`config.mk`:
```
export PLATFORM = sky130hd
export DESIGN_NAME = tlic_ctrl
export DESIGN_NICKNAME = d
export VERILOG_FILES = /design/src/include/tlic_pkg.sv /design/src/hw/tlic_ctrl.sv
export SDC_FILE = /design/constraint.sdc
export NUM_CORES = 1
export LEC_CHECK = 0
export ABC_CLOCK_PERIOD_IN_PS = 1800
export BUFFER_PORTS_ARGS = -buffer_cell sky130_fd_sc_hd__buf_2
export CAP_MARGIN = 20
export CORE_ASPECT_RATIO = 0.6
export CORE_MARGIN = 4
export CORE_UTILIZATION = 47
export CTS_CLUSTER_DIAMETER = 80
export DETAILED_ROUTE_END_ITERATION = 7
export MAX_ROUTING_LAYER = met4
export PLACE_DENSITY = 0.76
export SLEW_MARGIN = 15
export SYNTH_ARGS = -nofsm -noshare
export SYNTH_HDL_FRONTEND = slang
export SYNTH_SLANG_ARGS = --single-unit
```
`constraint.sdc`:
```
create_clock -name clk_sys -period 1.8 [get_ports clk_sys]
set_input_delay 0.18 -clock clk_sys [delete_from_list [all_inputs] [get_ports clk_sys]]
set_output_delay 0.18 -clock clk_sys [all_outputs]
set_load 0.01 [all_outputs]
```
`src/include/tlic_pkg.sv`:
```
package tlic_pkg;

  // ****************************************
  // source map
  // ****************************************
  localparam int          NSRC        = 21;
  localparam logic [20:0] SRC_VALID   = 21'h17ffff;  // slot 19 is unused
  localparam logic [4:0]  SRC_CMP1_RISE = 5'h0d;
  localparam logic [4:0]  SRC_ADC0_DONE = 5'h0f;
  localparam logic [4:0]  SRC_ADC2_DONE = 5'h12;
  localparam logic [15:0] VEC_BASE    = 16'h0003;
  localparam logic [15:0] VEC_STEP    = 16'h0008;

  // ****************************************
  // timing
  // ****************************************
  localparam logic [2:0]  CALL_CYCLES = 3'h4;        // long call length

  // ****************************************
  // register map, byte addresses
  // ****************************************
  localparam logic [7:0]  ADR_IE      = 8'h00;
  localparam logic [7:0]  ADR_EXT_ENABLE_REG_1    = 8'h04;
  localparam logic [7:0]  ADR_EXT_ENABLE_REG_2    = 8'h08;
  localparam logic [7:0]  ADR_IP      = 8'h0c;
  localparam logic [7:0]  ADR_EXT_PRIORITY_REG_1    = 8'h10;
  localparam logic [7:0]  ADR_EXT_PRIORITY_REG_2    = 8'h14;
  localparam logic [7:0]  ADR_STAT    = 8'h18;
  localparam logic [7:0]  REG_RESET   = 8'h00;
  localparam int          GLOBAL_BIT  = 7;
  localparam logic [7:0]  IE_SRC_MASK = 8'h3f;
  localparam logic [7:0]  EXT_ENABLE_REG_2_MASK   = 8'h5f;       // bit 5 and 7 unused

  typedef enum logic {
    TLIC_IDLE,
    TLIC_CALL
  } tlic_state_t;

  typedef struct packed {
    logic        cyc;
    logic        stb;
    logic        we;
    logic [3:0]  sel;
    logic [7:0]  adr;
    logic [31:0] dat;
  } tlic_wb_req_t;

  typedef struct packed {
    logic        ack;
    logic [31:0] dat;
  } tlic_wb_rsp_t;

  typedef struct packed {
    logic instr_done;
    logic reti;
    logic cache_fill;
  } tlic_cpu_in_t;

  typedef struct packed {
    logic        lcall;
    logic [15:0] vec;
    logic        taken;
    logic [4:0]  src;
  } tlic_cpu_out_t;

endpackage

```
`src/hw/tlic_ctrl.sv`:
```
// The register addresses and the Wishbone register port were decided locally.
`timescale 1ns/1ns
// Functional notes
// - comparator 1 rising edge vectors to 0x006B, position 13, own enable.
// - adc0 end of conversion vectors to 0x007B, position 15, own enable.
// - adc2 end of conversion vectors to 0x0093, position 18, own enable.
// - each source is programmed to low or high priority.
// - a high request preempts a running low routine.
// - a running high routine is never preempted.
// - each source has a priority bit; set means high.
// - all priority bits reset to low.
// - simultaneous requests at different levels: high served first.
// - same level: lowest fixed position number wins.
// - pending requests sampled and decoded every clock.
// - minimum response five cycles: one detect, four long call.
// - vector fetch cache miss stretches the response until filled.
// - after return, one more instruction runs before the next call.
// - equal or lower request waits for return plus one instruction.
// - global enable bit 7 low blocks every source.
// - global enable high: each source follows its own enable.
// - enable bit 6 is a scratch flag without hardware effect.
// - individual enable bit: 0 disables, 1 enables its source.
// - flag still set after return requests again after one instruction.
// - software setting a pending flag requests like hardware, enables apply.
module tlic_ctrl (
  input  wire logic                   clk_sys,
  input  wire logic                   rst_n,
  input  wire tlic_pkg::tlic_wb_req_t wb_req,
  output      tlic_pkg::tlic_wb_rsp_t wb_rsp,
  input  wire logic [20:0]            pend_flags,
  input  wire tlic_pkg::tlic_cpu_in_t cpu_in,
  output      tlic_pkg::tlic_cpu_out_t cpu_out
);

  // ****************************************
  // state
  // ****************************************
  typedef struct packed {
    tlic_pkg::tlic_state_t fsm;
    logic [2:0]            cnt;
    logic                  act_hi;
    logic                  act_lo;
    logic                  hold;
    logic [7:0]            ie;
    logic [7:0]            ext_enable_reg_1;
    logic [7:0]            ext_enable_reg_2;
    logic [7:0]            ip;
    logic [7:0]            ext_priority_reg_1;
    logic [7:0]            ext_priority_reg_2;
    logic                  src_hi;
    tlic_pkg::tlic_cpu_out_t cpu;
    tlic_pkg::tlic_wb_rsp_t  wb;
  } tlic_regs_t;

  tlic_regs_t st_ff;
  tlic_regs_t nxt_st;

  // ****************************************
  // helpers
  // ****************************************
  // spread three byte registers over the fixed source positions
  function automatic logic [20:0] src_map(input logic [7:0] r0, input logic [7:0] r1,
                                          input logic [7:0] r2);
    src_map = {r2[6:0], r1, r0[5:0]} & tlic_pkg::SRC_VALID;
  endfunction

  // lowest position wins
  function automatic logic [4:0] pick(input logic [20:0] req);
    pick = 5'h00;
    for (int i = tlic_pkg::NSRC - 1; i >= 0; i--) begin
      if (req[i]) begin
        pick = 5'(i);
      end
    end
  endfunction

  function automatic logic [15:0] vec_of(input logic [4:0] s);
    vec_of = tlic_pkg::VEC_BASE + 16'(s) * tlic_pkg::VEC_STEP;
  endfunction

  logic [20:0] en_mask;
  logic [20:0] hi_mask;
  logic [20:0] req;
  logic [20:0] req_hi;
  logic        any_hi;
  logic [4:0]  win;
  logic        win_hi;
  logic        allow;
  logic        go;
  logic        wr;
  logic [7:0]  rd;

  // ****************************************
  // arbitration, every cycle
  // ****************************************
  always_comb begin
    en_mask = src_map(st_ff.ie, st_ff.ext_enable_reg_1, st_ff.ext_enable_reg_2);
    hi_mask = src_map(st_ff.ip, st_ff.ext_priority_reg_1, st_ff.ext_priority_reg_2);
    req     = st_ff.ie[tlic_pkg::GLOBAL_BIT] ? (pend_flags & en_mask) : '0;
    req_hi  = req & hi_mask;
    any_hi  = |req_hi;
    win     = any_hi ? pick(req_hi) : pick(req);
    win_hi  = any_hi;
    // low service only yields to high; high yields to nothing
    allow   = !st_ff.act_hi && (!st_ff.act_lo || win_hi);
    go      = (st_ff.fsm == tlic_pkg::TLIC_IDLE) && |req && allow && !st_ff.hold && !cpu_in.reti;
  end

  // ****************************************
  // register bus
  // ****************************************
  always_comb begin
    wr = wb_req.cyc && wb_req.stb && wb_req.we && wb_req.sel[0] && st_ff.wb.ack;
    unique case (wb_req.adr)
      tlic_pkg::ADR_IE:   rd = st_ff.ie;
      tlic_pkg::ADR_EXT_ENABLE_REG_1: rd = st_ff.ext_enable_reg_1;
      tlic_pkg::ADR_EXT_ENABLE_REG_2: rd = st_ff.ext_enable_reg_2;
      tlic_pkg::ADR_IP:   rd = st_ff.ip;
      tlic_pkg::ADR_EXT_PRIORITY_REG_1: rd = st_ff.ext_priority_reg_1;
      tlic_pkg::ADR_EXT_PRIORITY_REG_2: rd = st_ff.ext_priority_reg_2;
      tlic_pkg::ADR_STAT: rd = {st_ff.act_hi, st_ff.act_lo, st_ff.hold, st_ff.cpu.src};
      default:            rd = 8'h00;
    endcase
  end

  // ****************************************
  // next state
  // ****************************************
  always_comb begin
    nxt_st = st_ff;
    nxt_st.cpu.taken = 1'b0;
    nxt_st.wb.ack = wb_req.cyc && wb_req.stb && !st_ff.wb.ack;
    nxt_st.wb.dat = {24'h000000, rd};
    if (wr) begin
      unique case (wb_req.adr)
        tlic_pkg::ADR_IE:   nxt_st.ie   = wb_req.dat[7:0];
        tlic_pkg::ADR_EXT_ENABLE_REG_1: nxt_st.ext_enable_reg_1 = wb_req.dat[7:0];
        tlic_pkg::ADR_EXT_ENABLE_REG_2: nxt_st.ext_enable_reg_2 = wb_req.dat[7:0] & tlic_pkg::EXT_ENABLE_REG_2_MASK;
        tlic_pkg::ADR_IP:   nxt_st.ip   = wb_req.dat[7:0] & tlic_pkg::IE_SRC_MASK;
        tlic_pkg::ADR_EXT_PRIORITY_REG_1: nxt_st.ext_priority_reg_1 = wb_req.dat[7:0];
        tlic_pkg::ADR_EXT_PRIORITY_REG_2: nxt_st.ext_priority_reg_2 = wb_req.dat[7:0] & tlic_pkg::EXT_ENABLE_REG_2_MASK;
        default: ;
      endcase
    end
    // return: drop the innermost level, then let one instruction pass
    if (cpu_in.reti) begin
      nxt_st.hold = 1'b1;
      if (st_ff.act_hi) begin
        nxt_st.act_hi = 1'b0;
      end else begin
        nxt_st.act_lo = 1'b0;
      end
    end else if (cpu_in.instr_done) begin
      nxt_st.hold = 1'b0;
    end
    unique case (st_ff.fsm)
      tlic_pkg::TLIC_IDLE: begin
        if (go) begin
          nxt_st.fsm       = tlic_pkg::TLIC_CALL;
          nxt_st.cnt       = tlic_pkg::CALL_CYCLES - 3'h1;
          nxt_st.cpu.lcall = 1'b1;
          nxt_st.cpu.vec   = vec_of(win);
          nxt_st.cpu.src   = win;
          nxt_st.src_hi    = win_hi;
        end
      end
      tlic_pkg::TLIC_CALL: begin
        if (st_ff.cnt != 3'h0) begin
          nxt_st.cnt = st_ff.cnt - 3'h1;
        end else if (!cpu_in.cache_fill) begin
          nxt_st.fsm       = tlic_pkg::TLIC_IDLE;
          nxt_st.cpu.lcall = 1'b0;
          nxt_st.cpu.taken = 1'b1;
          if (st_ff.src_hi) begin
            nxt_st.act_hi = 1'b1;
          end else begin
            nxt_st.act_lo = 1'b1;
          end
        end
      end
    endcase
  end

  always_ff @(posedge clk_sys or negedge rst_n) begin
    if (!rst_n) begin
      st_ff      <= '0;
      st_ff.fsm  <= tlic_pkg::TLIC_IDLE;
      st_ff.ie   <= tlic_pkg::REG_RESET;
      st_ff.ip   <= tlic_pkg::REG_RESET;
      st_ff.ext_priority_reg_1 <= tlic_pkg::REG_RESET;
      st_ff.ext_priority_reg_2 <= tlic_pkg::REG_RESET;
    end else begin
      st_ff <= nxt_st;
    end
  end

  assign wb_rsp  = st_ff.wb;
  assign cpu_out = st_ff.cpu;

  // ****************************************
  // checks
  // ****************************************
  a_call_four_cycles: assert property (@(posedge clk_sys) disable iff (!rst_n)
    $rose(st_ff.cpu.lcall) |-> st_ff.cpu.lcall [*4] ##1 (st_ff.cpu.taken || cpu_in.cache_fill || st_ff.cpu.lcall))
    else $error("long call shorter than four cycles");

  a_fill_stretch: assert property (@(posedge clk_sys) disable iff (!rst_n)
    st_ff.cpu.lcall && st_ff.cnt == 3'h0 && cpu_in.cache_fill |=> st_ff.cpu.lcall && !st_ff.cpu.taken)
    else $error("call ended during cache fill");

  a_global_block: assert property (@(posedge clk_sys) disable iff (!rst_n)
    !st_ff.ie[7] && !st_ff.cpu.lcall |=> !st_ff.cpu.lcall)
    else $error("call started with global enable low");

  a_own_enable: assert property (@(posedge clk_sys) disable iff (!rst_n)
    $rose(st_ff.cpu.lcall) |-> |($past(en_mask & pend_flags) & (21'h000001 << st_ff.cpu.src)))
    else $error("disabled or idle source vectored");

  a_high_no_preempt: assert property (@(posedge clk_sys) disable iff (!rst_n)
    st_ff.act_hi && !cpu_in.reti |=> !$rose(st_ff.cpu.lcall))
    else $error("high routine preempted");

  a_high_preempts: assert property (@(posedge clk_sys) disable iff (!rst_n)
    st_ff.act_lo && !st_ff.act_hi && !st_ff.hold && st_ff.fsm == tlic_pkg::TLIC_IDLE && !cpu_in.reti
    && |(pend_flags & en_mask & hi_mask) && st_ff.ie[7] |=> $rose(st_ff.cpu.lcall) && st_ff.src_hi)
    else $error("high request failed to preempt low routine");

  a_high_first: assert property (@(posedge clk_sys) disable iff (!rst_n)
    go && |req_hi |=> st_ff.src_hi)
    else $error("low request served before high");

  a_lowest_pos: assert property (@(posedge clk_sys) disable iff (!rst_n)
    go |-> ((req & (win_hi ? hi_mask : ~hi_mask) & ((21'h000001 << win) - 21'h000001)) == '0))
    else $error("higher position chosen over lower");

  a_one_instr_wait: assert property (@(posedge clk_sys) disable iff (!rst_n)
    cpu_in.reti |=> !$rose(st_ff.cpu.lcall) ##0 (!go throughout (!cpu_in.instr_done [*1])))
    else $error("call made before one instruction after return");

  a_vector_addr: assert property (@(posedge clk_sys) disable iff (!rst_n)
    $rose(st_ff.cpu.lcall) && st_ff.cpu.src == tlic_pkg::SRC_CMP1_RISE |-> st_ff.cpu.vec == 16'h006b)
    else $error("wrong comparator vector");

  // ****************************************
  // bus and state checks
  // ****************************************
  a_ack_pulse: assert property (@(posedge clk_sys) disable iff (!rst_n)
    st_ff.wb.ack |=> !st_ff.wb.ack)
    else $error("ack held longer than one cycle");

  a_ack_after_req: assert property (@(posedge clk_sys) disable iff (!rst_n)
    wb_req.cyc && wb_req.stb && !st_ff.wb.ack |=> st_ff.wb.ack)
    else $error("request not acked");

  a_ack_idle: assert property (@(posedge clk_sys) disable iff (!rst_n)
    !(wb_req.cyc && wb_req.stb) |=> !st_ff.wb.ack)
    else $error("ack without request");

  a_rd_upper_zero: assert property (@(posedge clk_sys) disable iff (!rst_n)
    st_ff.wb.dat[31:8] == 24'h000000)
    else $error("read data upper bits set");

  a_ie_write: assert property (@(posedge clk_sys) disable iff (!rst_n)
    wr && wb_req.adr == tlic_pkg::ADR_IE |=> st_ff.ie == $past(wb_req.dat[7:0]))
    else $error("enable write lost");

  a_ip_mask: assert property (@(posedge clk_sys) disable iff (!rst_n)
    (st_ff.ip & ~tlic_pkg::IE_SRC_MASK) == 8'h00)
    else $error("unused priority bits set");

  a_ext_enable_reg_2_mask: assert property (@(posedge clk_sys) disable iff (!rst_n)
    (st_ff.ext_enable_reg_2 & ~tlic_pkg::EXT_ENABLE_REG_2_MASK) == 8'h00)
    else $error("unused enable bits set");

  a_ext_priority_reg_2_mask: assert property (@(posedge clk_sys) disable iff (!rst_n)
    (st_ff.ext_priority_reg_2 & ~tlic_pkg::EXT_ENABLE_REG_2_MASK) == 8'h00)
    else $error("unused priority bits set");

  a_taken_pulse: assert property (@(posedge clk_sys) disable iff (!rst_n)
    st_ff.cpu.taken |=> !st_ff.cpu.taken)
    else $error("taken longer than one cycle");

  a_taken_ends: assert property (@(posedge clk_sys) disable iff (!rst_n)
    st_ff.cpu.taken |-> !st_ff.cpu.lcall && $past(st_ff.cpu.lcall))
    else $error("taken without a finished call");

  a_call_fsm: assert property (@(posedge clk_sys) disable iff (!rst_n)
    st_ff.cpu.lcall == (st_ff.fsm == tlic_pkg::TLIC_CALL))
    else $error("call flag out of step with state");

  a_adc0_vector: assert property (@(posedge clk_sys) disable iff (!rst_n)
    st_ff.cpu.lcall && st_ff.cpu.src == tlic_pkg::SRC_ADC0_DONE |-> st_ff.cpu.vec == 16'h007b)
    else $error("wrong adc0 vector");

  a_adc2_vector: assert property (@(posedge clk_sys) disable iff (!rst_n)
    st_ff.cpu.lcall && st_ff.cpu.src == tlic_pkg::SRC_ADC2_DONE |-> st_ff.cpu.vec == 16'h0093)
    else $error("wrong adc2 vector");

  a_src_range: assert property (@(posedge clk_sys) disable iff (!rst_n)
    st_ff.cpu.lcall |-> st_ff.cpu.src != 5'h13 && st_ff.cpu.src <= 5'h14)
    else $error("reserved or missing slot vectored");

  a_global_past: assert property (@(posedge clk_sys) disable iff (!rst_n)
    $rose(st_ff.cpu.lcall) |-> $past(st_ff.ie[tlic_pkg::GLOBAL_BIT]))
    else $error("call with global enable low");

  a_reti_block: assert property (@(posedge clk_sys) disable iff (!rst_n)
    cpu_in.reti |=> !$rose(st_ff.cpu.lcall))
    else $error("call in return cycle");

  a_hold_block: assert property (@(posedge clk_sys) disable iff (!rst_n)
    st_ff.hold |=> !$rose(st_ff.cpu.lcall))
    else $error("call before instruction after return");

  a_low_preempt: assert property (@(posedge clk_sys) disable iff (!rst_n)
    $rose(st_ff.cpu.lcall) && $past(st_ff.act_lo) |-> st_ff.src_hi)
    else $error("low routine preempted by low request");

  a_hi_blocks: assert property (@(posedge clk_sys) disable iff (!rst_n)
    $rose(st_ff.cpu.lcall) |-> !$past(st_ff.act_hi))
    else $error("call during high routine");

  a_pop_high: assert property (@(posedge clk_sys) disable iff (!rst_n)
    cpu_in.reti && st_ff.act_hi && st_ff.fsm == tlic_pkg::TLIC_IDLE
    |=> !st_ff.act_hi && st_ff.act_lo == $past(st_ff.act_lo))
    else $error("return popped wrong level");

  a_pop_low: assert property (@(posedge clk_sys) disable iff (!rst_n)
    cpu_in.reti && !st_ff.act_hi && st_ff.fsm == tlic_pkg::TLIC_IDLE |=> !st_ff.act_lo)
    else $error("return left low level active");

  a_hold_set: assert property (@(posedge clk_sys) disable iff (!rst_n)
    cpu_in.reti |=> st_ff.hold)
    else $error("return did not hold");

  a_hold_clear: assert property (@(posedge clk_sys) disable iff (!rst_n)
    !cpu_in.reti && cpu_in.instr_done |=> !st_ff.hold)
    else $error("hold not released");

  a_push_high: assert property (@(posedge clk_sys) disable iff (!rst_n)
    st_ff.cpu.taken && st_ff.src_hi |-> st_ff.act_hi)
    else $error("high level not entered");

  a_push_low: assert property (@(posedge clk_sys) disable iff (!rst_n)
    st_ff.cpu.taken && !st_ff.src_hi |-> st_ff.act_lo)
    else $error("low level not entered");

  a_level_select: assert property (@(posedge clk_sys) disable iff (!rst_n)
    $rose(st_ff.cpu.lcall) |-> st_ff.src_hi == |($past(hi_mask) & (21'h000001 << st_ff.cpu.src)))
    else $error("level differs from priority bit");

  a_call_needs_req: assert property (@(posedge clk_sys) disable iff (!rst_n)
    $rose(st_ff.cpu.lcall) |-> $past(|req))
    else $error("call without request");

  a_req_gated: assert property (@(posedge clk_sys) disable iff (!rst_n)
    !st_ff.ie[tlic_pkg::GLOBAL_BIT] |-> req == '0)
    else $error("request passed global enable");

  a_req_enabled: assert property (@(posedge clk_sys) disable iff (!rst_n)
    (req & ~en_mask) == '0)
    else $error("disabled source requested");

  a_reserved_quiet: assert property (@(posedge clk_sys) disable iff (!rst_n)
    !req[19])
    else $error("reserved slot requested");

  a_vec_stable: assert property (@(posedge clk_sys) disable iff (!rst_n)
    st_ff.cpu.lcall && !$rose(st_ff.cpu.lcall) |-> $stable(st_ff.cpu.vec))
    else $error("vector moved during call");

  a_taken_no_fill: assert property (@(posedge clk_sys) disable iff (!rst_n)
    st_ff.cpu.taken |-> !$past(cpu_in.cache_fill))
    else $error("call ended while cache filled");

endmodule // tlic_ctrl

```
==> qor.csv <==
stage,metric,value,unit
final_layout,layout-drive-gt1-share,47.1,%
yosys,synth.area.mux_share,12.6,%
final_layout,num_antenna_cells,0,
final_layout,area_growth,30.4,%
sta,max_freq,510,MHz
clocking,cts_tree,built,
grt,grt_overflow_total,0,
yosys,yosys.area_share.simple,17.6,%
power,powerDensity,627,nW/um^2
grt,antenna_found_initial,0,
setup_path,path_class,flip-flop to flip-flop,
power,peakVddDrop,0.000588,V
yosys,ys_async_sr_fraction,100,%
final_layout,fill_cells,645,
grt,grt_first_pass_wirelength,20000,um
clocking,clk_pin_slew_worst_paths,0.05,ns
yosys,synth_cells,388,
die,fp-row-count,25,
yosys,netlist.area_leader.share,41.6,%
die,die_x,127,um
routing,ant_nets,0,
routing,vias,3746,
status,status,"complete, but fails checks",
sta,fin_crit_sh,109,%
die,die_h,79.7,um
sta,hold_ws,0.0511,ns
clocking,root_buffer,clkbuf_16,
routing,drt_iter0_drc,429,
sta,fin_ws,-0.162,ns
clocking,htreeDepth,3,
sta,rsz0062_at_grt,true,
setup_path,worstPathRequired,2.03,ns
placement,pre_cts_ws,-0.304,ns
grt,grt_pass1_vias,3517,
yosys,synth_edf_count,0,
routing,wl,13100,um
setup_path,critPathMaxFanout,7,
final_layout,final_net_count,602,
setup_path,crit_path_end_kind,flip-flop,
yosys,synthDistinctLibCells,54,
die,dieArea,10200,um^2
yosys,synth_top_family_by_area,simple AND/OR/NAND/NOR gates,
placement,port_buffers,67,
yosys,synth_most_common_cell,dfrtp_1,
yosys,synth_xor_area_share,0.218,%
yosys,yosys-top-cells-count,"dfrtp_1 (67), buf_4 (57), mux2_2 (43), nand2_1 (35), a22oi_1 (21)",
grt,grt_usage,27.2,%
routing,route.detailed.wl_per_inst,20.6,um
power,power_leakage,0.00271,uW
yosys,yosysWarnings,0,
setup_path,startpoint_type,flip-flop,
yosys,synth_compound_area_share,14.8,%
yosys,yosys_register_bits,67,
sta,fin_crit,1.96,ns
grt,grt_max_degree,68,
sta,hold_violations,0,
sta,finalSetupTns,-1.36,ns
placement,dpl.hpwl,9960,um
yosys,syn_avg_cell_area,10.4,um^2
yosys,ys_seq_area_share,41.6,%
yosys,netlist_area,4030,um^2
yosys,synthAdderAreaFrac,0.622,%
sta,skew,0.00722,ns
clocking,cts_buffers,9,
hold_path,min_path_type,primary input to flip-flop,
routing,first_pass_iters,5,
run,drv_cap,0,
yosys,synth_area_leader_cell,dfrtp_1,
die,initial_core_util,49.7,%
die,pin_count,129,
clocking,clock_path_buffers,2,
status,violations,negative setup slack,
yosys,ys.flop_type,dfrtp_1,
sta,drv_slew,0,
clocking,cts.sinks,67,
placement,gp_congestion,1.03,
sta,setup_viol,12,
die,core,8100,um^2
routing,drc_errors,0,
setup_path,worstPathArrival,2.19,ns
routing,via_per_inst,5.86,
clocking,clock_latency,0.34,ns
yosys,ys_top_cells_by_area,"dfrtp_1 (42%), mux2_2 (12%), buf_4 (11%)",
## per-stage QoR
step | area, um^2 | power (uW) | util, % | instances
after floorplan | 4210 | 1650 | - | 420
after global placement | 4850 | 1740 | 59.9 | 618
after detailed placement | 4850 | 1740 | 59.9 | 618
after CTS | 5230 | 3310 | 64.5 | 639
after global routing | 5250 | 3420 | 64.8 | 639
final | 5250 | 3290 | 64.8 | 639
## cells in the final DEF (no fill, tap or decap), types with 4 or more instances in the layout
cell type  Yosys  routed
a21oi_1        9       9
a222oi_1       5       5
a22o_1         5       5
a22oi_1       21      20
a31oi_1        5       4
and2_1         5       4
and4_1         9       4
and4_4         0       5
buf_2          3      67
buf_4         57      85
clkbuf_16      0       9
clkinv_2       0       5
conb_1         1      33
dfrtp_1       67      67
inv_1          6       6
mux2_2        43      43
nand2_1       35      28
nand2_2        1       8
nand2b_1       8       8
nand3_1       14      14
nand4_1       17      17
nor2_1        14      13
o211ai_1       5       5
o21ai_0       12       9
## state kept, by name (all words and copies together) (netlist names)
signal,cells
en_mask,20
hi_mask,20
st_ff,10
wb_rsp,9
cpu_out,8
## kinds of logic after synthesis
family / after synthesis
mux: 44
fa+ha+maj: 2
xor+xnor: 1
simple gates: 123
buf+inv: 69
other cells: 1
compound gates: 81
flops: 67
## path summary, 6_finish.rpt
kind,start,cells past startpoint,slack [ns],endpoint
min reg2reg,wb_rsp[32],1,0.46,wb_rsp[32]
min,cpu_in[2],2,0.05,st_ff[105]
min in group asynchronous,rst_n,3,0.39,hi_mask[20]
max reg2reg,st_ff[104],7,-0.16,cpu_out[3]
max,st_ff[104],7,-0.16,cpu_out[3]
max in group asynchronous,rst_n,3,1.08,st_ff[104]
## power breakdown
part / internal, uW / total, uW / switching [uW]
Sequential: 1510 / 1520 / 4.54
Clock: 912 / 1570 / 654
Combinational: 68.3 / 210 / 141
Total: 2490 / 3290 / 800
## final cells by class
type	count	area, um^2	area share (%)
flip-flops and latches	67	1680	31.9
well taps	108	135	2.57
clock buffers	9	225	4.29
clock inverters	6	33.8	0.644
multi-input cells	284	2080	39.6
repair buffers	159	1080	20.5
inverters	6	22.5	0.429
## what timing repair did
item                                    4_1_cts  5_1_grt
buffers inserted                              5        0
endpoints found under the setup margin       12       14
hold buffers                                  1        0
resized for setup                            18        7
hold endpoints to repair                     67        0
gates cloned                                  0        0
pin swaps                                     8        3
## critical path: stages (launching register included)
cell	delay, ns
dfrtp_1	0.43
buf_6	0.16
and4_4	0.20
nor4_4	0.32
and4_4	0.31
a31o_4	0.22
a311oi_2	0.05
a21o_1	0.16
## metal layers
layer	routed length, um	track usage, %
met1	5880	38.9
met2	5530	36.7
met3	1590	9.63
met4	141	6.75
met5	0	-
Note: power is estimated with default switching activity, not from simulation.
